## src/lsir_consts.svh

```systemverilog
// register indices, field positions, masks and reset values of the line status register group
`ifndef LSIR_CONSTS_SVH
`define LSIR_CONSTS_SVH

// register indices; byte address is index times four
`define LSIR_IDX_TX_JIT_CTRL  8'h21
`define LSIR_IDX_RX_JIT_CTRL  8'h27
`define LSIR_IDX_EV0_ENABLE   8'h33
`define LSIR_IDX_EV1_ENABLE   8'h34
`define LSIR_IDX_EDGE_SELECT  8'h35
`define LSIR_IDX_LINE_STATUS  8'h36
`define LSIR_IDX_LINE_GAIN    8'h37
`define LSIR_IDX_TX_JITTER    8'h38
`define LSIR_IDX_RX_JITTER    8'h39
`define LSIR_IDX_LINE_EVENT   8'h3a
`define LSIR_IDX_ERROR_EVENT  8'h3b
`define LSIR_IDX_COUNT_HIGH   8'h3c
`define LSIR_IDX_COUNT_LOW    8'h3d
`define LSIR_IDX_REF_CONTROL  8'h3e
`define LSIR_IDX_LINE_UNIT    8'h3f
`define LSIR_IDX_FUNCTION     8'h40

// field positions
`define LSIR_BIT_JIT_TEST     5
`define LSIR_BIT_DRV_FAULT    2
`define LSIR_BIT_SIG_LOSS     0
`define LSIR_BIT_TEMPLATE     6
`define LSIR_BIT_TX_SLIP      5
`define LSIR_BIT_RX_SLIP      4
`define LSIR_BIT_ZERO_RUN     2
`define LSIR_BIT_CODE_VIOL    1
`define LSIR_BIT_CNT_OVF      0
`define LSIR_BIT_REF_HOLD     0

// writable bits of each register
`define LSIR_MASK_LINE        8'h05
`define LSIR_MASK_ERROR       8'h77
`define LSIR_MASK_JIT_CTRL    8'h20
`define LSIR_MASK_REF         8'h01

// reset values and limits
`define LSIR_RST_BYTE         8'h00
`define LSIR_RST_COUNT        16'h0000
`define LSIR_COUNT_MAX        16'hffff
`define LSIR_RST_JIT          7'h00
`define LSIR_GAIN_TOP         5'h15

`endif

```

## src/lsir_pkg.sv

```systemverilog
// types shared by the line status register group
package lsir_pkg;

    // one-cycle error pulses from the line logic, same clock
    typedef struct packed {
        logic template_overflow;
        logic tx_fifo_slip;
        logic rx_fifo_slip;
        logic zero_run_err;
        logic code_violation;
    } lsir_err_pulse_t;

    // jitter fifo pointer spacing per direction
    typedef struct packed {
        logic [6:0] tx_spacing;
        logic [6:0] rx_spacing;
    } lsir_spacing_t;

    // pending flags of the other function blocks, bit 7 first
    typedef struct packed {
        logic loopback_code_detector_pending;
        logic bit_message_receiver_pending;
        logic alarm_detector_pending;
        logic performance_monitor_pending;
        logic prbs_unit_pending;
        logic signalling_buffer_pending;
        logic frame_generator_pending;
        logic frame_processor_pending;
    } lsir_ind_t;

    typedef enum logic {LSIR_BUS_IDLE, LSIR_BUS_ACK} lsir_bus_state_t;

endpackage

```

## src/lsir_regs.sv

```systemverilog
// line status, event and indication registers behind an avalon-mm slave
`timescale 1ns/100ps
`include "lsir_consts.svh"

module lsir_regs (
    input  wire logic                     clk,
    input  wire logic                     rst_n,
    input  wire logic [9:0]               avs_address,
    input  wire logic                     avs_read,
    input  wire logic                     avs_write,
    input  wire logic [31:0]              avs_writedata,
    output logic      [31:0]              avs_readdata,
    output logic                          avs_waitrequest,
    input  wire logic                     signal_loss_in,
    input  wire logic                     driver_fault_in,
    input  wire logic [4:0]               line_gain_in,
    input  wire lsir_pkg::lsir_spacing_t  spacing_in,
    input  wire lsir_pkg::lsir_err_pulse_t err_in,
    input  wire logic                     line_sub_irq_in,
    input  wire lsir_pkg::lsir_ind_t      ind_in,
    input  wire logic                     recovered_ref_in,
    output logic                          reference_clock_output,
    output logic                          irq
);

    // ************************************************************
    // reset release
    // ************************************************************
    logic rst_s1_r;
    logic rst_sync_n;

    // async assert, two-flop release
    always_ff @(posedge clk or negedge rst_n) begin
        if (!rst_n) begin
            rst_s1_r   <= 1'b0;
            rst_sync_n <= 1'b0;
        end else begin
            rst_s1_r   <= 1'b1;
            rst_sync_n <= rst_s1_r;
        end
    end

    // ************************************************************
    // avalon slave
    // ************************************************************
    lsir_pkg::lsir_bus_state_t bus_st_r;
    logic        wait_r;
    logic [7:0]  rdata_r;
    logic        wr_acc;
    logic        rd_acc;
    logic [7:0]  wdat;
    logic [7:0]  rd_mux;

    // index hit: word aligned and matching index
    function automatic logic lsir_hit(input logic [9:0] a, input logic [7:0] idx);
        lsir_hit = (a[1:0] == 2'h0) && (a[9:2] == idx);
    endfunction

    assign wr_acc = avs_write && !wait_r;
    assign rd_acc = avs_read && !wait_r;
    assign wdat   = avs_writedata[7:0];

    // one wait cycle, then one cycle with waitrequest low
    always_ff @(posedge clk or negedge rst_sync_n) begin
        if (!rst_sync_n) begin
            bus_st_r <= lsir_pkg::LSIR_BUS_IDLE;
            wait_r   <= 1'b1;
            rdata_r  <= `LSIR_RST_BYTE;
        end else begin
            case (bus_st_r)
                lsir_pkg::LSIR_BUS_IDLE: begin
                    if (avs_read || avs_write) begin
                        bus_st_r <= lsir_pkg::LSIR_BUS_ACK;
                        wait_r   <= 1'b0;
                        rdata_r  <= rd_mux;
                    end
                end
                lsir_pkg::LSIR_BUS_ACK: begin
                    bus_st_r <= lsir_pkg::LSIR_BUS_IDLE;
                    wait_r   <= 1'b1;
                end
                default: begin
                    bus_st_r <= lsir_pkg::LSIR_BUS_IDLE;
                    wait_r   <= 1'b1;
                end
            endcase
        end
    end

    assign avs_waitrequest = wait_r;
    assign avs_readdata    = {24'h000000, rdata_r};

    // ************************************************************
    // control registers
    // ************************************************************
    logic [7:0] jit_ctrl_r [2];
    logic [7:0] en0_r;
    logic [7:0] en1_r;
    logic [7:0] edge_r;
    logic [7:0] ref_ctrl_r;

    // plain read/write control bits
    always_ff @(posedge clk or negedge rst_sync_n) begin
        if (!rst_sync_n) begin
            jit_ctrl_r[0] <= `LSIR_RST_BYTE;
            jit_ctrl_r[1] <= `LSIR_RST_BYTE;
            en0_r         <= `LSIR_RST_BYTE;
            en1_r         <= `LSIR_RST_BYTE;
            edge_r        <= `LSIR_RST_BYTE;
            ref_ctrl_r    <= `LSIR_RST_BYTE;
        end else if (wr_acc) begin
            if (lsir_hit(avs_address, `LSIR_IDX_TX_JIT_CTRL)) jit_ctrl_r[0] <= wdat & `LSIR_MASK_JIT_CTRL;
            if (lsir_hit(avs_address, `LSIR_IDX_RX_JIT_CTRL)) jit_ctrl_r[1] <= wdat & `LSIR_MASK_JIT_CTRL;
            if (lsir_hit(avs_address, `LSIR_IDX_EV0_ENABLE))  en0_r         <= wdat & `LSIR_MASK_LINE;
            if (lsir_hit(avs_address, `LSIR_IDX_EV1_ENABLE))  en1_r         <= wdat & `LSIR_MASK_ERROR;
            if (lsir_hit(avs_address, `LSIR_IDX_EDGE_SELECT)) edge_r        <= wdat & `LSIR_MASK_LINE;
            if (lsir_hit(avs_address, `LSIR_IDX_REF_CONTROL)) ref_ctrl_r    <= wdat & `LSIR_MASK_REF;
        end
    end

    // ************************************************************
    // status inputs from the analog side
    // ************************************************************
    logic [1:0] st_s1_r;
    logic [1:0] st_s2_r;
    logic [1:0] st_s3_r;
    logic [1:0] st_r;
    logic [1:0] st_prev_r;
    logic       los_st;
    logic       df_st;

    // three-flop sampling; change accepted when 2nd and 3rd agree
    always_ff @(posedge clk or negedge rst_sync_n) begin
        if (!rst_sync_n) begin
            st_s1_r   <= 2'h0;
            st_s2_r   <= 2'h0;
            st_s3_r   <= 2'h0;
            st_r      <= 2'h0;
            st_prev_r <= 2'h0;
        end else begin
            st_s1_r   <= {driver_fault_in, signal_loss_in};
            st_s2_r   <= st_s1_r;
            st_s3_r   <= st_s2_r;
            st_prev_r <= st_r;
            for (int i = 0; i < 2; i++) begin
                if (st_s2_r[i] == st_s3_r[i]) st_r[i] <= st_s3_r[i];
            end
        end
    end

    assign los_st = st_r[0];
    assign df_st  = st_r[1];

    // ************************************************************
    // event flags
    // ************************************************************
    logic [7:0] ev0_r;
    logic [7:0] ev1_r;
    logic [7:0] set0;
    logic [7:0] set1;
    logic [7:0] clr0;
    logic [7:0] clr1;
    logic [15:0] zcnt_r;
    logic        zcnt_wrap;

    // edge detection on the filtered status bits
    always_comb begin
        set0 = 8'h00;
        set0[`LSIR_BIT_SIG_LOSS]  = (los_st & ~st_prev_r[0]) |
                                    (edge_r[`LSIR_BIT_SIG_LOSS] & ~los_st & st_prev_r[0]);
        set0[`LSIR_BIT_DRV_FAULT] = (df_st & ~st_prev_r[1]) |
                                    (edge_r[`LSIR_BIT_DRV_FAULT] & ~df_st & st_prev_r[1]);
    end

    assign zcnt_wrap = err_in.zero_run_err && (zcnt_r == `LSIR_COUNT_MAX);

    // error pulses into their flag positions
    always_comb begin
        set1 = 8'h00;
        set1[`LSIR_BIT_TEMPLATE]  = err_in.template_overflow;
        set1[`LSIR_BIT_TX_SLIP]   = err_in.tx_fifo_slip;
        set1[`LSIR_BIT_RX_SLIP]   = err_in.rx_fifo_slip;
        set1[`LSIR_BIT_ZERO_RUN]  = err_in.zero_run_err;
        set1[`LSIR_BIT_CODE_VIOL] = err_in.code_violation;
        set1[`LSIR_BIT_CNT_OVF]   = zcnt_wrap;
    end

    assign clr0 = (wr_acc && lsir_hit(avs_address, `LSIR_IDX_LINE_EVENT))  ? wdat : 8'h00;
    assign clr1 = (wr_acc && lsir_hit(avs_address, `LSIR_IDX_ERROR_EVENT)) ? wdat : 8'h00;

    // write one clears, zero keeps, a new event wins over the clear
    always_ff @(posedge clk or negedge rst_sync_n) begin
        if (!rst_sync_n) begin
            ev0_r <= `LSIR_RST_BYTE;
            ev1_r <= `LSIR_RST_BYTE;
        end else begin
            ev0_r <= ((ev0_r & ~clr0) | set0) & `LSIR_MASK_LINE;
            ev1_r <= ((ev1_r & ~clr1) | set1) & `LSIR_MASK_ERROR;
        end
    end

    // 16-bit excessive-zero counter, wraps to zero
    always_ff @(posedge clk or negedge rst_sync_n) begin
        if (!rst_sync_n) begin
            zcnt_r <= `LSIR_RST_COUNT;
        end else if (err_in.zero_run_err) begin
            zcnt_r <= zcnt_r + 16'h0001;
        end
    end

    // ************************************************************
    // jitter measurement
    // ************************************************************
    logic [6:0] jit_min_r [2];
    logic [6:0] jit_max_r [2];
    logic [6:0] jit_val_r [2];
    logic [6:0] spc [2];
    logic       jit_clr [2];
    logic       jit_rd [2];

    assign spc[0]     = spacing_in.tx_spacing;
    assign spc[1]     = spacing_in.rx_spacing;
    assign jit_clr[0] = wr_acc && lsir_hit(avs_address, `LSIR_IDX_TX_JITTER) && (wdat != 8'h00);
    assign jit_clr[1] = wr_acc && lsir_hit(avs_address, `LSIR_IDX_RX_JITTER) && (wdat != 8'h00);
    assign jit_rd[0]  = rd_acc && lsir_hit(avs_address, `LSIR_IDX_TX_JITTER);
    assign jit_rd[1]  = rd_acc && lsir_hit(avs_address, `LSIR_IDX_RX_JITTER);

    // live spacing or peak-to-peak window restarted by a read
    always_ff @(posedge clk or negedge rst_sync_n) begin
        if (!rst_sync_n) begin
            for (int d = 0; d < 2; d++) begin
                jit_min_r[d] <= `LSIR_RST_JIT;
                jit_max_r[d] <= `LSIR_RST_JIT;
                jit_val_r[d] <= `LSIR_RST_JIT;
            end
        end else begin
            for (int d = 0; d < 2; d++) begin
                if (jit_rd[d] || jit_clr[d]) begin
                    jit_min_r[d] <= spc[d];
                    jit_max_r[d] <= spc[d];
                end else begin
                    if (spc[d] < jit_min_r[d]) jit_min_r[d] <= spc[d];
                    if (spc[d] > jit_max_r[d]) jit_max_r[d] <= spc[d];
                end
                if (jit_clr[d]) begin
                    jit_val_r[d] <= `LSIR_RST_JIT;
                end else if (!jit_ctrl_r[d][`LSIR_BIT_JIT_TEST]) begin
                    jit_val_r[d] <= spc[d];
                end else if (jit_rd[d]) begin
                    jit_val_r[d] <= `LSIR_RST_JIT;
                end else begin
                    jit_val_r[d] <= jit_max_r[d] - jit_min_r[d];
                end
            end
        end
    end

    // ************************************************************
    // gain, indications, reference clock and interrupt
    // ************************************************************
    logic [4:0] gain_r;
    logic       lu_r;
    logic [7:0] fn_r;
    logic       mclk_tog_r;
    logic       ref_r;
    logic       irq_r;
    logic       any_ev;

    assign any_ev = |(ev0_r & en0_r) | |(ev1_r & en1_r);

    // registered copies of same-clock indications
    always_ff @(posedge clk or negedge rst_sync_n) begin
        if (!rst_sync_n) begin
            gain_r <= 5'h00;
            lu_r   <= 1'b0;
            fn_r   <= `LSIR_RST_BYTE;
            irq_r  <= 1'b0;
        end else begin
            gain_r <= (line_gain_in > `LSIR_GAIN_TOP) ? `LSIR_GAIN_TOP : line_gain_in;
            lu_r   <= any_ev | line_sub_irq_in;
            fn_r   <= ind_in;
            irq_r  <= any_ev;
        end
    end

    // master clock stand-in at half rate; loss selects it or high
    always_ff @(posedge clk or negedge rst_sync_n) begin
        if (!rst_sync_n) begin
            mclk_tog_r <= 1'b0;
            ref_r      <= 1'b0;
        end else begin
            mclk_tog_r <= ~mclk_tog_r;
            if (los_st) begin
                ref_r <= ref_ctrl_r[`LSIR_BIT_REF_HOLD] ? 1'b1 : ~mclk_tog_r;
            end else begin
                ref_r <= recovered_ref_in;
            end
        end
    end

    assign reference_clock_output = ref_r;
    assign irq                    = irq_r;

    // ************************************************************
    // read mux
    // ************************************************************
    always_comb begin
        rd_mux = 8'h00;
        if (lsir_hit(avs_address, `LSIR_IDX_TX_JIT_CTRL)) rd_mux = jit_ctrl_r[0];
        if (lsir_hit(avs_address, `LSIR_IDX_RX_JIT_CTRL)) rd_mux = jit_ctrl_r[1];
        if (lsir_hit(avs_address, `LSIR_IDX_EV0_ENABLE))  rd_mux = en0_r;
        if (lsir_hit(avs_address, `LSIR_IDX_EV1_ENABLE))  rd_mux = en1_r;
        if (lsir_hit(avs_address, `LSIR_IDX_EDGE_SELECT)) rd_mux = edge_r;
        if (lsir_hit(avs_address, `LSIR_IDX_LINE_STATUS)) rd_mux = {5'h00, df_st, 1'b0, los_st};
        if (lsir_hit(avs_address, `LSIR_IDX_LINE_GAIN))   rd_mux = {3'h0, gain_r};
        if (lsir_hit(avs_address, `LSIR_IDX_TX_JITTER))   rd_mux = {1'b0, jit_val_r[0]};
        if (lsir_hit(avs_address, `LSIR_IDX_RX_JITTER))   rd_mux = {1'b0, jit_val_r[1]};
        if (lsir_hit(avs_address, `LSIR_IDX_LINE_EVENT))  rd_mux = ev0_r;
        if (lsir_hit(avs_address, `LSIR_IDX_ERROR_EVENT)) rd_mux = ev1_r;
        if (lsir_hit(avs_address, `LSIR_IDX_COUNT_HIGH))  rd_mux = zcnt_r[15:8];
        if (lsir_hit(avs_address, `LSIR_IDX_COUNT_LOW))   rd_mux = zcnt_r[7:0];
        if (lsir_hit(avs_address, `LSIR_IDX_REF_CONTROL)) rd_mux = ref_ctrl_r;
        if (lsir_hit(avs_address, `LSIR_IDX_LINE_UNIT))   rd_mux = {7'h00, lu_r};
        if (lsir_hit(avs_address, `LSIR_IDX_FUNCTION))    rd_mux = fn_r;
    end
endmodule // lsir_regs

```

## config.mk

```make
export PLATFORM = sky130hd
export DESIGN_NAME = lsir_regs
export DESIGN_NICKNAME = d
export VERILOG_FILES = /design/src/lsir_pkg.sv /design/src/lsir_regs.sv
export VERILOG_INCLUDE_DIRS = /design/src
export SDC_FILE = /design/constraint.sdc
export NUM_CORES = 1
export LEC_CHECK = 0
export BUFFER_PORTS_ARGS = -buffer_cell sky130_fd_sc_hd__buf_2
export CAP_MARGIN = 5
export CORE_ASPECT_RATIO = 1.4
export CORE_MARGIN = 1.5
export CORE_UTILIZATION = 30
export DETAILED_ROUTE_END_ITERATION = 6
export GPL_ROUTABILITY_DRIVEN = 0
export GPL_TIMING_DRIVEN = 0
export MAX_ROUTING_LAYER = met4
export SYNTH_ARGS = -nofsm -noshare
export SYNTH_HDL_FRONTEND = slang
export SYNTH_SLANG_ARGS = --single-unit
```

## constraint.sdc

```tcl
create_clock -name clk -period 4.3 [get_ports clk]
set_input_delay 0.43 -clock clk [delete_from_list [all_inputs] [get_ports clk]]
set_output_delay 0.43 -clock clk [all_outputs]
set_load 0.005 [all_outputs]
```

==> summary.md, run 1 <==
| Metric | Value |
|---|---|
| First-pass GRT wire length | roughly 28,000 um |
| Layout Nets | 894 |
| CTS max path bufs | 2 |
| Worst VDD drop | approximately 0.29 mV |
| Post-synth top area share | 42.96% |
| CP Buf/Inv Count | 1 |
| Unrepaired setup endpoints after global routing | no |
| Dpl ws | 1.937 ns |
| CP Max Fanout | 7 |
| CP Depth | 7 |
| Clk_lat worst skew | 0.43 ns |
| Largest net degree at the start of global routing | between 60 and 70 |
| Worst EP required | roughly 4.6 ns |
| Final setup violation count | 0 |
| Leakage power total | 3.809 nW |
| Synthesis-to-finish area growth | 21.31% |
| Setup crit end kind | flip-flop |
| Die height | 181.3 um |
| Critical path type | flip-flop to flip-flop |
| Clock sinks | 118 |
| Cell area after synthesis | 6815 um2 |
| Syn Area/Cell | 10.33 um2 |
| Cells along the critical path | inv_1 > ha_1 > a21boi_0 > o21ai_0 > a21oi_1 > o31ai_4 > mux2_4 |
| Max Clock Skew | 0.009342 ns |
| Post-synthesis register bit count | 118 |
| Total GRT Usage | 16.41% |
| Power Density | 567.5 nW/um2 |
| Die area | 23,640 um2 |
| H-Tree Depth | 4 |
| Biggest area consumer among synthesized cells | dfrtp_1 |
| Vias | between 5,000 and 6,000 |
| Vias in the first global route | 5,371 |
| Fin Setup TNS | 0 ns |
| Worst Tran Pin Value | ~0.94 ns |
| Synth cell types | 66 |
| Final Worst Setup Slack | 2.111 ns |
| Crit path DAT | approximately 2.5 ns |
| Vias per cell | 4.833 |
| Reg2Reg Depth | 7 |
| Core area | between 20,000 and 25,000 um2 |
| Routed WL per cell | 16.13 um |
| Overflow after GRT | 0 |
| Top delay family on crit path | compound AO/OA/AOI/OAI gates |
| First-pass detailed-route iteration total | 5 |
| Final cycle utilization of the critical path | 50.91% |
| Final ANT Viol Nets | 0 |
| Worst Setup Start Kind | flip-flop |
| Final Critical Period | roughly 2.2 ns |
| Initial Util | 30.36% |
| Post-synth EDFFs | 0 |
| Final Max Slew Viols | 0 |
| Fin. Hold Viols | 0 |
| Ys Warns | 0 |
| DRT iter0 DRCs | 297 |
| Clock Pin Slew Worst Setup and Hold Paths | roughly 0.050 ns |
| Rows | 65 |
| Die Width | 130.4 um |
| CP max-delay cell | o31ai_4 |
| Worst hold stages | 1 |
| Status | finished, final reports clean |
| N_diodes | 0 |
| Post-CTS Hold Fix Bufs | 1 |
| TritonCTS clock tree | yes |
| Share of flip-flops with an asynchronous set or reset | 100.0% |
| Post-synthesis sequential area ratio | between 40 and 50% |
| Synth Instances | between 600 and 700 |
| Max-Cap Viols | 0 |
| HPWL after DPL | 13,450 um |
| CTS root buf | clkbuf_16 |
| FMAX | 456.8 MHz |
| Num CTS Buffers | 17 |
| Rel. slew slack | 36.17% |
| I/O Buffers | 67 |
| Initial antenna violation count | 0 |
| Worst min path class | input port to flip-flop |
| Setup bufs post-CTS | 0 |
| Residual DRC count | 0 |
| Layout cell share with drive strength beyond 1 | approximately 25% |
| Routed Wire Length | between 15,000 and 20,000 um |
| Synth top area cells | dfrtp_1 (43%), ha_1 (7.2%), mux2_4 (5.7%) |
| Critical Path Max Stage Delay | 0.54 ns |
| Top-Level Pins | 117 |
| CTS-repair resized insts | 0 |
| Primary FF master, synth | dfrtp_1 |
## stage by stage
stage / power (mW) / instance area (um2) / std cells / util (%) / hold slack (ns)
after floorplan: 2.848 / 6902 / 683 / - / 0.1344
after global placement: 3.190 / 7614 / 1051 / 33.92 / 0.2177
after detailed placement: 3.234 / 7645 / 1052 / 34.06 / 0.2170
after CTS: 4.743 / 8268 / 1085 / 36.83 / 0.09319
after global routing: 5.042 / 8268 / 1085 / 36.83 / 0.09188
final: 4.692 / 8268 / 1085 / 36.83 / 0.1145
## worst reg2reg max path: stages, from the launching register on
cell and delay (ns):
dfrtp_1 0.39, inv_1 0.13, ha_1 0.24, a21boi_0 0.12, o21ai_0 0.18, a21oi_1 0.13
o31ai_4 0.54, mux2_4 0.35
## placed cells by master, fill, tap and decap left out, types with 5 or more instances in the layout
cell type | synthesis | routed
ha_1 | 39 | 39
nand2_1 | 44 | 44
buf_2 | 6 | 73
clkinv_2 | 0 | 5
mux2_4 | 26 | 26
a21o_1 | 11 | 11
a21oi_1 | 34 | 34
and3_1 | 8 | 8
conb_1 | 2 | 25
nor2_1 | 45 | 45
dfrtp_1 | 117 | 116
nand4_1 | 12 | 12
buf_4 | 24 | 24
xnor2_1 | 14 | 14
a221oi_1 | 5 | 5
clkbuf_1 | 8 | 9
a31oi_1 | 7 | 7
nand3_1 | 20 | 20
clkbuf_16 | 0 | 17
o21ai_0 | 35 | 35
mux2_2 | 13 | 13
inv_1 | 50 | 50
nand2b_1 | 15 | 15
o22ai_1 | 5 | 5
a22oi_1 | 16 | 16
xor2_1 | 9 | 9
nor2b_1 | 14 | 14
## routing by layer
metal	vias to the layer above	wire length, um	share of wire [%]	track usage, %
met2	175	8656	49	26.53
met4	0	815	4.7	8.352
met5	-	0	0	-
met3	54	827	4.7	4.205
met1	2497	7196	41	18.56
li1	2518	-	-	-
## final timing paths
check | endpoint | start | slack, ns
setup / recovery | jit_min_r[11]$_DFFE_PN0P_ | jit_min_r[8]$_DFFE_PN0P_ | 2.11
setup reg to reg | jit_min_r[11]$_DFFE_PN0P_ | jit_min_r[8]$_DFFE_PN0P_ | 2.11
hold reg to reg | st_s2_r[0]$_DFF_PN0_ | st_s1_r[0]$_DFF_PN0_ | 0.35
hold / removal | fn_r[3]$_DFF_PN0_ | ind_in[3] | 0.11
min in group asynchronous | rst_sync_n$_DFF_PN0_ | rst_n | 0.31
max in group asynchronous | zcnt_r[8]$_DFFE_PN0P_ | rst_sync_n$_DFF_PN0_ | 3.07
## synthesized netlist by cell type (3+ instances only)
cell type	n
a221oi_1	5
xnor2_1	14
and2_1	3
mux2_4	26
ha_1	39
xor2_1	9
nand4_1	12
nand3_1	20
buf_4	24
nor3_2	4
o21ai_0	35
inv_1	50
o22ai_1	5
nor2b_1	14
dfrtp_1	117
nor3_1	4
a21boi_0	4
or4_4	3
a31oi_1	7
nand2b_1	15
clkbuf_1	8
nor2_1	45
or2_2	3
mux2i_1	4
a32oi_1	4
buf_2	6
and3_1	8
a21o_1	11
a21oi_1	34
nand2_1	44
mux2_2	13
nor3b_1	4
a22oi_1	16
o21ai_4	3
o32ai_1	3
## flip-flops by register name, summed over array words and instances (netlist names), 2 cells and up
register,flops
ev1_r,6
st_r,2
st_s2_r,2
zcnt_r,16
gain_r,5
en0_r,2
jit_min_r,14
st_s1_r,2
edge_r,2
st_s3_r,2
jit_max_r,14
st_prev_r,2
fn_r,8
ev0_r,2
jit_val_r,14
en1_r,6
rdata_r,8
jit_ctrl_r,2
## power by group
| part | internal (mW) | switching [mW] |
|---|---|---|
| logic | 0.883 | 0.818 |
| registers | 1.32 | 0.193 |
| clock network | 0.962 | 0.517 |
| total | 3.17 | 1.53 |
## kinds of logic (layout without fill, tap and decap cells)
family / count (synthesis) / in the layout / synth area share (%)
compound gates: 148 / 148 / 14.98
xor+xnor: 23 / 23 / 2.956
fa+ha+maj: 43 / 43 / 8.041
buf+inv: 89 / 190 / 6.334
flops: 118 / 118 / 43.35
mux: 44 / 44 / 8.629
other cells: 2 / 25 / 0.1102
simple gates: 193 / 193 / 15.60
## final cells by class
| type | count | area, um2 |
|---|---|---|
| Timing Repair Buffer | 69 | 372.9 |
| Clock inverter | 14 | 183.9 |
| Multi-Input combinational cell | 476 | 3516 |
| Buffer | 39 | 244.0 |
| Sequential cell | 118 | 2958 |
| Inverter | 50 | 187.7 |
| Clock buffer | 18 | 429.2 |
| Tap cell | 301 | 376.6 |
| Fill cell | 2277 | 14180 |
(Power assumes the default switching activity.)
==> inputs of run 2 (changes only) <==
==> constraint.sdc (replaced) <==
create_clock -name clk -period 2.06 [get_ports clk]
set_input_delay 0.206 -clock clk [delete_from_list [all_inputs] [get_ports clk]]
set_output_delay 0.206 -clock clk [all_outputs]
set_load 0.005 [all_outputs]
==> run 2 against run 1 <==
Net effect:
- cell count rose by 2.9%
- register-to-register slack got worse by 2.1 ns
- first-iteration DRC count rose by 13%
- setup slack got worse by 2.1 ns
- worst hold slack got worse by 0.094 ns
- critical path depth rose by 3
- combinational power rose by 140%
- global-route usage fell by 0.28 points
- clock skew rose by 0.0028 ns
- largest cell class unchanged
==> summary.md, run 2 (synthesis gave the netlist of run 1 again) <==
| Metric | Value |
|---|---|
| Leakage power total | 3.974 nW (was 3.809 nW) |
| Worst hold stages | 2 (was 1) |
| Fillers | 2,201 (was 2,277) |
| Worst Setup Start Kind | flip-flop (unchanged) |
| Power Density | 1215 nW/um2 (was 567.5 nW/um2) |
| Routed Wire Length | 17,910 um (was 17,500 um) |
| Most frequent cells in the layout | dfrtp_1 (116), buf_2 (73), inv_1 (45), nor2_1 (45), nand2_1 (44) (was dfrtp_1 (116), buf_2 (73), inv_1 (50), nor2_1 (45), nand2_1 (44)) |
| Clock Pin Slew Worst Setup and Hold Paths | 0.06 ns (was 0.05 ns) |
| Num CTS Buffers | 17 (unchanged) |
| DRT iter0 DRCs | 335 (was 297) |
| Top-Level Pins | 117 (unchanged) |
| HP Start | line_gain_in[1] (was ind_in[3]) |
| Largest net degree at the start of global routing | 57 (was 65) |
| Final ANT Viol Nets | 0 (unchanged) |
| I/O Buffers | 67 (unchanged) |
| Setup crit end kind | flip-flop (unchanged) |
| Residual DRC count | 0 (unchanged) |
| Vias per cell | 4.823 (was 4.833) |
| Final setup violation count | 0 (unchanged) |
| N_diodes | 0 (unchanged) |
| Clock sinks | 118 (unchanged) |
| Layout cell share with drive strength beyond 1 | 27.48% (was 25.00%) |
| CP Buf/Inv Count | 2 (was 1) |
| CTS root buf | clkbuf_16 (unchanged) |
| Max Clock Skew | 0.01210 ns (was 0.009342 ns) |
| Total GRT Usage | 16.13% (was 16.41%) |
| Most common cell after layout, fill and taps aside | dfrtp_1 (unchanged) |
| H-Tree Depth | 4 (unchanged) |
| Critical path type | flip-flop to flip-flop (unchanged) |
| First-pass GRT wire length | 28,100 um (was 28,320 um) |
| Synthesis-to-finish area growth | 27.24% (was 21.31%) |
| Critical Path Max Stage Delay | 0.39 ns (was 0.54 ns) |
| Die Width | 130.4 um (unchanged) |
| Final Max Slew Viols | 0 (unchanged) |
| Worst VDD drop | 0.5328 mV (was 0.2895 mV) |
| Layout Nets | 925 (was 894) |
| Rel. slew slack | 30.83% (was 36.17%) |
| Max reg flops | 16 (unchanged) |
| Final cycle utilization of the critical path | 99.45% (was 50.91%) |
| Dpl cells | 1,053 (was 1,052) |
| Overflow after GRT | 0 (unchanged) |
| Routed WL per cell | 16.05 um (was 16.13 um) |
| Worst hold slack | 0.02010 ns (was 0.1145 ns) |
| Initial Util | 30.36% (unchanged) |
| Rows | 65 (unchanged) |
| Worst min path class | input port to flip-flop (unchanged) |
| Reg2reg setup slack | 0.01 ns (was 2.11 ns) |
| FMAX | 488.1 MHz (was 456.8 MHz) |
| Cells along the critical path | inv_2 > ha_4 > inv_2 > fa_2 > a21o_1 > a21oi_2 > o21ai_2 > a21oi_2 > xnor2_1 > o22ai_1 (was inv_1 > ha_1 > a21boi_0 > o21ai_0 > a21oi_1 > o31ai_4 > mux2_4) |
| HPWL after DPL | 13,290 um (was 13,450 um) |
| Clk_lat worst skew | 0.42 ns (was 0.43 ns) |
| Die height | 181.3 um (unchanged) |
| Worst Tran Pin Value | 1.023 ns (was 0.9442 ns) |
| First-pass detailed-route iteration total | 4 (was 5) |
| Hold endpoint | gain_r[1]$_DFF_PN0_ (was fn_r[3]$_DFF_PN0_) |
| Reg with most FFs | zcnt_r (unchanged) |
| Worst EP required | 2.34 ns (was 4.60 ns) |
| Crit path DAT | 2.33 ns (was 2.49 ns) |
| Unrepaired setup endpoints after global routing | yes (was no) |
| Max-Cap Viols | 0 (unchanged) |
| Vias in the first global route | 5,313 (was 5,371) |
| Core area | 22,450 um2 (unchanged) |
| CTS max path bufs | 2 (unchanged) |
| Fin. Hold Viols | 0 (unchanged) |
| Non-Filler Instances | 1,116 (was 1,085) |
| Reg2Reg Depth | 10 (was 7) |
| CP Max Fanout | 2 (was 7) |
| TritonCTS clock tree | yes (unchanged) |
| Top delay family on crit path | compound AO/OA/AOI/OAI gates (unchanged) |
| Initial antenna violation count | 0 (unchanged) |
| CP max-delay cell | dfrtp_1 (was o31ai_4) |
| Die area | 23,640 um2 (unchanged) |
| Reg2reg end | jit_val_r[6]$_DFF_PN0_ (was jit_min_r[11]$_DFFE_PN0P_) |
| Reg2reg start | jit_max_r[0]$_DFFE_PN0P_ (was jit_min_r[8]$_DFFE_PN0P_) |
| Status | finished, final reports clean (unchanged) |
| Vias | 5,382 (was 5,244) |
| Final Critical Period | 2.049 ns (was 2.189 ns) |
-- run 2: cell types whose count changed in the layout (fill, tap and decap cells not counted), moves of 3 or more --
cell	delta
clkinv_2	-3
o21ai_1	+3
a21oi_1	-3
dlygate4sd3_1	+18
o21ai_0	-4
a21oi_2	+3
inv_2	+5
inv_1	-5
buf_4	+10
-- run 2: stage by stage --
step / utilization, % / power [mW] / setup TNS (ns) / setup WS [ns] / area [um2]
finish: 38.63 / 10.54 / 0 / 0.01136 / 8672
global route: 38.63 / 11.21 / -0.05350 / -0.04920 / 8672
CTS: 38.27 / 10.33 / 0 / 0.007151 / 8591
detailed placement: 34.18 / 6.730 / -1.497 / -0.1226 / 7672
global placement: 33.92 / 6.651 / -77.81 / -0.6726 / 7615
floorplan: - / 5.945 / 0 / 0.09075 / 6903
-- run 2: report_power, final --
group	internal [mW]	leakage, nW	switching, mW	total [mW]
clock	2.14	0.301	1.08	3.22
combinational	2.22	2.26	1.94	4.16
sequential	2.76	1.42	0.395	3.15
-- run 2: worst reg2reg max path, delay by kind of cell, from the launching register on --
kind                       cells  cell delay [ns]
buffers and inverters          2             0.13
xor gates and xnor gates       1             0.14
adders and majority gates      2             0.52
DFF                            1             0.39
AOI/OAI and AO/OA              5             0.72
-- run 2: timing repair --
action | CTS | global route
setup endpoints to repair | 23 | 30
setup buffers | 8 | 5
pin swaps | 5 | 16
gates resized for setup | 9 | 17
hold endpoints to repair | 20 | 0
hold buffers | 19 | 0
-- run 2: worst max-delay path by stage --
stage | start | endpoint | slack [ns] | cells after the start
4_1_cts | jit_min_r[8]$_DFFE_PN0P_ | jit_min_r[9]$_DFFE_PN0P_ | 0.007 | 8
6_report | jit_max_r[0]$_DFFE_PN0P_ | jit_val_r[6]$_DFF_PN0_ | 0.01 | 10
3_5_place_dp | jit_max_r[7]$_DFFE_PN0P_ | jit_val_r[13]$_DFF_PN0_ | -0.12 | 10
2_1_floorplan | rst_sync_n$_DFF_PN0_ | bus_st_r$_DFF_PN0_ | 0.09 | 0
5_1_grt | jit_max_r[0]$_DFFE_PN0P_ | jit_val_r[6]$_DFF_PN0_ | -0.05 | 10
3_3_place_gp | rst_sync_n$_DFF_PN0_ | fn_r[4]$_DFF_PN0_ | -0.67 | 0
-- run 2: final cells by class --
type	count	area, um2	share of cell area [%]
multi-input cells	476	3575	41.22
flip-flops and latches	118	2958	34.11
repair buffers	101	698.2	8.051
clock buffers	20	436.7	5.035
well taps	301	376.6	4.343
plain buffers	38	240.2	2.770
clock inverters	12	200.2	2.308
inverters	50	187.7	2.164
-- run 2: layer usage --
metal  track usage [%]  vias to the layer above  wire length, um
met5                 -                        -                0
met1             18.42                     2605             7360
met3             3.080                       43              744
met4             7.692                        0              731
li1                  -                     2589                -
met2             26.86                      145             9073
